### config.mk
export PLATFORM = sky130hd
export DESIGN_NAME = ccsm_clock_ctrl
export DESIGN_NICKNAME = d
export VERILOG_FILES = /design/src/ccsm_pkg.sv /design/src/ccsm_clock_ctrl.sv
export SDC_FILE = /design/constraint.sdc
export NUM_CORES = 1
export LEC_CHECK = 0
export BUFFER_PORTS_ARGS = -buffer_cell sky130_fd_sc_hd__buf_2
export CAP_MARGIN = 20
export CORE_ASPECT_RATIO = 1.4
export CORE_MARGIN = 2
export CORE_UTILIZATION = 40
export DETAILED_ROUTE_END_ITERATION = 6
export GPL_ROUTABILITY_DRIVEN = 0
export PLACE_DENSITY = 0.66
export RECOVER_POWER = 25
export SYNTH_ARGS = -nofsm -noshare
export SYNTH_HDL_FRONTEND = slang
export SYNTH_SLANG_ARGS = --single-unit
### constraint.sdc
create_clock -name mclk_i -period 2.91 [get_ports mclk_i]
set_clock_uncertainty 0.2 [all_clocks]
set_input_delay 0.291 -clock mclk_i [delete_from_list [all_inputs] [get_ports mclk_i]]
set_output_delay 0.291 -clock mclk_i [all_outputs]
set_load 0.01 [all_outputs]
### src/ccsm_pkg.sv
/*
  Package for the CPU clock source and mode control block.
  Holds register offsets, field positions, reset values and timing.
  Assumes a plain register port with one-cycle read latency.
*/
package ccsm_pkg;

  // ----------------------------------------------------------------
  // register offsets
  // ----------------------------------------------------------------
  localparam logic [1:0] ADDR_PROC_CLK = 2'h0;
  localparam logic [1:0] ADDR_MAIN_MODE = 2'h1;
  localparam logic [1:0] ADDR_MAIN_OSC = 2'h2;
  localparam logic [1:0] ADDR_INT_OSC = 2'h3;

  // ----------------------------------------------------------------
  // field positions
  // ----------------------------------------------------------------
  localparam int BIT_XSTOP_SEL = 7;
  localparam int BIT_SUB_ACTIVE = 5;
  localparam int BIT_SUB_SEL = 4;
  localparam int BIT_MAIN_STOP = 7;
  localparam int BIT_XTAL_ACTIVE = 1;
  localparam int BIT_MAIN_SRC = 0;
  localparam int BIT_INT_STOP = 0;

  // ----------------------------------------------------------------
  // reset values
  // ----------------------------------------------------------------
  localparam logic RST_XSTOP_SEL = 1'h0;
  localparam logic RST_SUB_SEL = 1'h0;
  localparam logic RST_MAIN_SRC = 1'h0;
  localparam logic RST_MAIN_STOP = 1'h1;
  localparam logic RST_INT_STOP = 1'h0;

  // ----------------------------------------------------------------
  // switchover delay in cpu clocks
  // ----------------------------------------------------------------
  localparam int SWITCH_CYCLES = 2;

  typedef enum {
    CCSM_INT,
    CCSM_XTAL,
    CCSM_SUB
  } ccsm_mode_type;

  typedef struct packed {
    logic xstop_sel;
    logic sub_sel;
    logic main_src;
    logic main_stop;
    logic int_stop;
  } ccsm_flags_type;

endpackage

### src/ccsm_clock_ctrl.sv
/*
  CPU clock source and mode control: setting flags, status flags and
  oscillator run enables.
  Assumes software obeys the legal mode transitions; the oscillators
  and the clock tree act on the enables it drives.
*/
// Operation
// - crystal mode: flags 0,0,1,0; subsystem 0, crystal 1; int osc by stop
// - internal mode: select flags 0, status 0; crystal stop select ignored
// - internal mode: crystal stops only through main-stop
// - crystal mode: neither stop flag stops the crystal
// - subsystem mode, all running: both status flags read 1
// - subsystem: crystal stop select stops crystal, internal osc runs
// - subsystem: internal stop stops internal osc, crystal runs
// - subsystem: both stop flags stop both oscillators
// - internal stop acts only when the software-stop option is built
// - subsystem mode: main-stop never stops the crystal
// - main-stop is bit 7 of the main oscillator control register
// - internal-stop is bit 0 of the internal oscillator mode register
// - crystal-active reads at bit 1 of the main clock mode register
// - subsystem-active reads at bit 5 of processor clock register
`timescale 1ns/100ps

module ccsm_clock_ctrl #(
  parameter bit INT_STOP_ALLOWED = 1'b1,
  parameter int SWITCH_DELAY = ccsm_pkg::SWITCH_CYCLES
) (
  input wire logic mclk_i,
  input wire logic rst_n_i,
  input wire logic [1:0] addr_i,
  input wire logic [7:0] wdata_i,
  input wire logic wr_i,
  input wire logic rd_i,
  output logic [7:0] rdata_o,
  output logic xtal_run_o,
  output logic int_osc_run_o,
  output logic [1:0] cpu_src_o
);

  // the wait counter is four bits wide
  if (SWITCH_DELAY < 1 || SWITCH_DELAY > 15) begin : delay_check_g
    $error("SWITCH_DELAY out of range");
  end

  // ----------------------------------------------------------------
  // setting flags
  // ----------------------------------------------------------------
  ccsm_pkg::ccsm_flags_type flags, next_flags;

  always_comb begin
    next_flags = flags;
    if (wr_i) begin
      case (addr_i)
        ccsm_pkg::ADDR_PROC_CLK: begin
          next_flags.xstop_sel = wdata_i[ccsm_pkg::BIT_XSTOP_SEL];
          next_flags.sub_sel = wdata_i[ccsm_pkg::BIT_SUB_SEL];
        end
        ccsm_pkg::ADDR_MAIN_MODE: begin
          next_flags.main_src = wdata_i[ccsm_pkg::BIT_MAIN_SRC];
        end
        ccsm_pkg::ADDR_MAIN_OSC: begin
          next_flags.main_stop = wdata_i[ccsm_pkg::BIT_MAIN_STOP];
        end
        ccsm_pkg::ADDR_INT_OSC: begin
          next_flags.int_stop = wdata_i[ccsm_pkg::BIT_INT_STOP];
        end
        default: begin
          next_flags = flags;
        end
      endcase
    end
  end

  always_ff @(posedge mclk_i) begin
    if (!rst_n_i) begin
      flags.xstop_sel <= ccsm_pkg::RST_XSTOP_SEL;
      flags.sub_sel <= ccsm_pkg::RST_SUB_SEL;
      flags.main_src <= ccsm_pkg::RST_MAIN_SRC;
      flags.main_stop <= ccsm_pkg::RST_MAIN_STOP;
      flags.int_stop <= ccsm_pkg::RST_INT_STOP;
    end else begin
      flags <= next_flags;
    end
  end

  // ----------------------------------------------------------------
  // active source: follows the selects after the switchover delay
  // ----------------------------------------------------------------
  ccsm_pkg::ccsm_mode_type mode, next_mode, target;
  logic [3:0] wait_cnt, next_wait_cnt;

  // subsystem select has priority: a stray main-source clear in
  // subsystem mode cannot reach the internal clock
  always_comb begin
    if (flags.sub_sel) begin
      target = ccsm_pkg::CCSM_SUB;
    end else if (flags.main_src) begin
      target = ccsm_pkg::CCSM_XTAL;
    end else begin
      target = ccsm_pkg::CCSM_INT;
    end
  end

  always_comb begin
    next_mode = mode;
    next_wait_cnt = wait_cnt;
    if (target == mode) begin
      next_wait_cnt = 4'h0;
    end else if (wait_cnt == 4'(SWITCH_DELAY - 1)) begin
      next_wait_cnt = 4'h0;
      case (mode)
        ccsm_pkg::CCSM_INT: begin
          // subsystem is reachable only via the crystal
          next_mode = ccsm_pkg::CCSM_XTAL;
        end
        ccsm_pkg::CCSM_XTAL: begin
          next_mode = target;
        end
        ccsm_pkg::CCSM_SUB: begin
          next_mode = ccsm_pkg::CCSM_XTAL;
        end
        default: begin
          next_mode = ccsm_pkg::CCSM_INT;
        end
      endcase
    end else begin
      next_wait_cnt = wait_cnt + 4'h1;
    end
  end

  always_ff @(posedge mclk_i) begin
    if (!rst_n_i) begin
      mode <= ccsm_pkg::CCSM_INT;
      wait_cnt <= 4'h0;
    end else begin
      mode <= next_mode;
      wait_cnt <= next_wait_cnt;
    end
  end

  // ----------------------------------------------------------------
  // oscillator enables and read data
  // ----------------------------------------------------------------
  logic next_xtal_run, next_int_run;
  logic [1:0] next_cpu_src;
  logic [7:0] next_rdata;
  logic sub_act, xtal_act;

  always_comb begin
    sub_act = (mode == ccsm_pkg::CCSM_SUB);
    xtal_act = (mode != ccsm_pkg::CCSM_INT);
    case (mode)
      ccsm_pkg::CCSM_INT: begin
        next_xtal_run = !flags.main_stop;
        next_cpu_src = 2'h0;
      end
      ccsm_pkg::CCSM_XTAL: begin
        next_xtal_run = 1'b1;
        next_cpu_src = 2'h1;
      end
      ccsm_pkg::CCSM_SUB: begin
        next_xtal_run = !flags.xstop_sel;
        next_cpu_src = 2'h2;
      end
      default: begin
        next_xtal_run = 1'b1;
        next_cpu_src = 2'h0;
      end
    endcase
    // the internal clock may never stop while it drives the cpu
    next_int_run = !(INT_STOP_ALLOWED && flags.int_stop &&
                     mode != ccsm_pkg::CCSM_INT);
    next_rdata = 8'h00;
    if (rd_i) begin
      case (addr_i)
        ccsm_pkg::ADDR_PROC_CLK: begin
          next_rdata[ccsm_pkg::BIT_XSTOP_SEL] = flags.xstop_sel;
          next_rdata[ccsm_pkg::BIT_SUB_ACTIVE] = sub_act;
          next_rdata[ccsm_pkg::BIT_SUB_SEL] = flags.sub_sel;
        end
        ccsm_pkg::ADDR_MAIN_MODE: begin
          next_rdata[ccsm_pkg::BIT_XTAL_ACTIVE] = xtal_act;
          next_rdata[ccsm_pkg::BIT_MAIN_SRC] = flags.main_src;
        end
        ccsm_pkg::ADDR_MAIN_OSC: begin
          next_rdata[ccsm_pkg::BIT_MAIN_STOP] = flags.main_stop;
        end
        ccsm_pkg::ADDR_INT_OSC: begin
          next_rdata[ccsm_pkg::BIT_INT_STOP] = flags.int_stop;
        end
        default: begin
          next_rdata = 8'h00;
        end
      endcase
    end
  end

  always_ff @(posedge mclk_i) begin
    if (!rst_n_i) begin
      xtal_run_o <= 1'b0;
      int_osc_run_o <= 1'b1;
      cpu_src_o <= 2'h0;
      rdata_o <= 8'h00;
    end else begin
      xtal_run_o <= next_xtal_run;
      int_osc_run_o <= next_int_run;
      cpu_src_o <= next_cpu_src;
      rdata_o <= next_rdata;
    end
  end
endmodule

### After elaboration in Yosys (flattened, before gate mapping)

Index checks and enable logic that the tools add are counted.

| storage, ports and cells | value |
|---|---|
| bits in registers | 53 |
| input port bits | 14 |
| output and inout port bits | 12 |
| word-level logic and storage cells | 49 |

| operators by class | value |
|---|---|
| add/sub/neg operators | 1 |
| equality and inequality tests | 8 |
| multiplexer cells | 7 |
| bitwise gates (word level) | 2 |
| reductions and logical operators | 17 |

Operators with widths:

| operator | number |
|---|---|
| one-hot mux 32 bit (2 select lines) | 1 |
| == test 32 x 1 -> 1 bit (second input constant) | 1 |
| == test 32 x 2 -> 1 bit (second input constant) | 1 |
| == test 32 x 3 -> 1 bit (second input constant) | 1 |
| == test 32 bit | 1 |
| logical NOT 32 bit | 1 |
| nonzero test 32 bit | 1 |
| AND reduction 2 bit | 6 |
| one-hot mux 1 bit (2 select lines) | 3 |
| AND reduction 3 bit | 2 |
| adder 4 x 1 -> 4 bit (second input constant) | 1 |
| == test 2 bit (second input constant) | 2 |
| == test 4 x 1 -> 1 bit (second input constant) | 1 |
| one-hot mux 2 bit (2 select lines) | 1 |
| logical NOT 1 bit | 3 |
| OR reduction 3 bit | 1 |
| == test 2 x 1 -> 1 bit (second input constant) | 1 |
| logical NOT 2 bit | 1 |
| 2-to-1 mux 2 bit | 1 |
| inverter 1 bit | 2 |
| OR reduction 2 bit | 1 |
| logical AND 1 bit | 1 |
| 2-to-1 mux 1 bit | 1 |

### Longest topological paths before layout

| depth | value |
|---|---|
| depth after elaboration | 5 |
| gate-level depth with buffers | 5 |
| gate-level depth less buffers | 5 |

### Worst setup path after synthesis

No wires, ideal clock.

| timing path | value |
|---|---|
| path kind | reg-to-reg |
| start | register wait_cnt[0] |
| end | register mode[1] |
| library setup time | 0.117 ns |
| arrival | 1.199 ns |
| required time | 2.593 ns |
| slack | 1.393 ns |
| cell stages (with the launch flop) | 5 |
| path buffers | 0 |
| period minus slack after synthesis | 1.517 ns |
| cell sequence | dfxtp_1 ha_1 nor3b_4 o21ai_0 a32o_1 |

| on the way | value |
|---|---|
| longest elaborated chain between the ends | 2 |

Ends and longest elaborated chain:

| what | line | text |
|---|---|---|
| from (decl) | ccsm_clock_ctrl.sv:90 | `logic [3:0] wait_cnt, next_wait_cnt;` |
| from (signal assigned) | ccsm_clock_ctrl.sv:137 | `wait_cnt <= next_wait_cnt;` |
| == test 4 x 1 -> 1 bit | ccsm_clock_ctrl.sv:109 | `end else if (wait_cnt == 4'(SWITCH_DELAY - 1)) begin` |
| AND reduction 2 bit (no source line) | n/a |  |
| to (signal assigned) | ccsm_clock_ctrl.sv:133 | `mode <= ccsm_pkg::CCSM_INT;` |
| to (signal assigned) | ccsm_clock_ctrl.sv:136 | `mode <= next_mode;` |
| to (decl) | ccsm_clock_ctrl.sv:89 | `ccsm_pkg::ccsm_mode_type mode, next_mode, target;` |

Every way passes these cells.
A chain may end at the register's enable or synchronous reset.

### Worst setup path after layout

Same ends and word-level chain as after synthesis.

==> metrics.yaml <==
fin_crit_sh: 0.561
clock_latency_ns: 0.31
cp_max_fo: 7
drt-pass1-iter-count: 4
slowest_stage: "dfxtp_1"
finalHoldViolCount: 0
r2r_cells: 4
drv_slew: 0
power_density_mw_per_mm2: 576
cts_tree: "yes"
period_needed_ns: 1.63
p_leak_nw: 0.413
peakVddDrop_v: 0.000316
r2r_slack_ns: 1.28
critPathKind: "reg2reg"
path_cells: "ha_1 > nor3b_4 > o21ai_0 > a32o_1"
cts_made_buffers: 3
worst_path_dominant_cell_family: "compound AO/OA/AOI/OAI gates"
cts_root_buffer: "clkbuf_4"
overflow: 0
seq_area_um2: 400
setup_tns_ns: 0
multi_input_area_um2: 392
ys_top_cells_by_area: "dfxtp_1, mux2i_1, nor2_1"
start_kind: "flip-flop"
yosys.area.top_type: "dfxtp_1"
synth_warnings: 0
clock-sinks: 20
holdPathEnd: "flags[2]"
syn-cell-area_um2: 847
setup_viol: 0
coreArea_mm2: 0.00197
grt_pass1_wl_um: 2390
remaining_drc_errors: 0
critPathMaxStageDelay_ns: 0.41
hold_class: "in2reg"
nets: 117
grtUsageTotal: 0.126
yosysUniqueCellTypes: 32
cp.arrival_ns: 1.65
synth_top_area_frac: 0.473
final_common_cell: "dfxtp_1"
viasPerCell: 5.18
crit_buf_inv: 0
holdPathStages: 3
synthCells: 84
ant_nets: 0
num_rows: 19
layout_common_cells: "dfxtp_1, buf_2, nor2_1, mux2i_1"
r2r_end: "mode[1]"
routed_wirelength_um: 1440
cap_violations: 0
clockBufferDepth: 2
endpoint_kind: "flip-flop"
hold_buffers: 0
fillers: 195
dr_total_vias: 627
status: "completed"
grt_pass1_vias: 580
hpwl_um: 1030
fin_util: 0.491
start_util: 0.429
synth_flop_cell: "dfxtp_1"
final_layout_size_suffix_gt1_frac: 0.240
dieArea_mm2: 0.00251
die_h_um: 58.5
antenna-diode-count: 0
synth_seq_area_share: 0.473
io_pins: 26
htree_levels: 1
port_buffers: 17
synth-edff-count: 0
cts_resized: 0
ys_ff_latch: 20
setup_ws_ns: 1.28
syn_to_final_growth_pct: 14.5
antenna_found_initial: 0
die_w_um: 42.9
rsz0062_at_grt: "false"
reg2reg_from: "wait_cnt[0]"
first_iter_violations: 16
max_freq_mhz: 613
ys_async_sr_fraction: 0
syn_area_per_cell_um2: 10.1
grt_max_degree: 13
post-place-ws_ns: 1.27
wl_per_cell_um: 11.9
holdCritStartpoint: "wdata_i[0]"
cp_data_required_time_ns: 2.93
post_cts_buffers: 0
clkSlewWorstSetupHoldPaths_ns: 0.12
-- layer usage --
metal / vias to the layer above / track usage / share of wire
met5: - / 0 / 0
met4: 0 / 0.0938 / 0.015
met3: 4 / 0.0184 / 0.056
met2: 20 / 0.203 / 0.49
met1: 285 / 0.149 / 0.44
li1: 318 / - / -
-- per-stage QoR --
step	hold WS [ns]	total power [mW]	area (µm²)	cells
floorplan	0.182	0.329	855	86
global placement	0.218	0.338	923	117
detailed placement	0.216	0.339	923	117
CTS	0.0167	0.564	976	121
global route	0.0283	0.583	970	121
finish	0.0203	0.559	970	121
-- power breakdown --
part | leakage (nW) | internal, mW | switching [mW] | total, mW
Clock | 0.0279 | 0.139 | 0.0873 | 0.227
Sequential | 0.162 | 0.281 | 0.00720 | 0.288
Combinational | 0.223 | 0.0192 | 0.0250 | 0.0442
-- cell type report --
type                    instances  area share
inverters                       4      0.0155
flip-flops and latches         20       0.413
multi-input cells              55       0.404
clock buffers                   3      0.0232
repair buffers                 17      0.0865
clock inverters                 1      0.0310
well taps                      21      0.0271
-- kinds of logic after synthesis --
logic type / Yosys count / share of synthesized area
XOR/XNOR: 3 / 0.0310
flip-flops: 20 / 0.473
AO/OA/AOI/OAI: 10 / 0.0812
multiplexers: 7 / 0.0827
AND/OR/NAND/NOR: 30 / 0.230
other: 1 / 0.00443
buffers and inverters: 11 / 0.0679
adder cells (fa/ha/maj): 2 / 0.0295
-- worst max path at each step --
stage                startpoint      end  slack, ns  cells after the start
floorplan           wait_cnt[0]  mode[1]       1.39                      4
global placement    wait_cnt[0]  mode[1]       1.32                      4
detailed placement  wait_cnt[0]  mode[1]       1.27                      4
CTS                 wait_cnt[0]  mode[1]       1.27                      4
global route        wait_cnt[0]  mode[1]       1.19                      4
finish              wait_cnt[0]  mode[1]       1.28                      4
-- state kept, by name (all words and copies together) (netlist names) --
name,cells
int_osc_run_o,1
xtal_run_o,1
rdata_o,5
cpu_src_o,2
flags,5
mode,2
wait_cnt,4
-- Yosys cell counts, types with 2 or more instances --
master and number:
nor2_1 10, xnor2_1 2, buf_4 4, inv_1 4, nand2_1 2, nand3_1 2
o21ai_0 4, mux2i_1 7, nor3b_1 2, nor3_2 3, nor4_1 2, dfxtp_1 20
ha_1 2, clkbuf_1 2
-- worst min-delay path, stage by stage --
cell and delay [ns]:
buf_2 0.09, mux2i_1 0.06, nor2_1 0.07
Power figures use the tool's default switching activity.
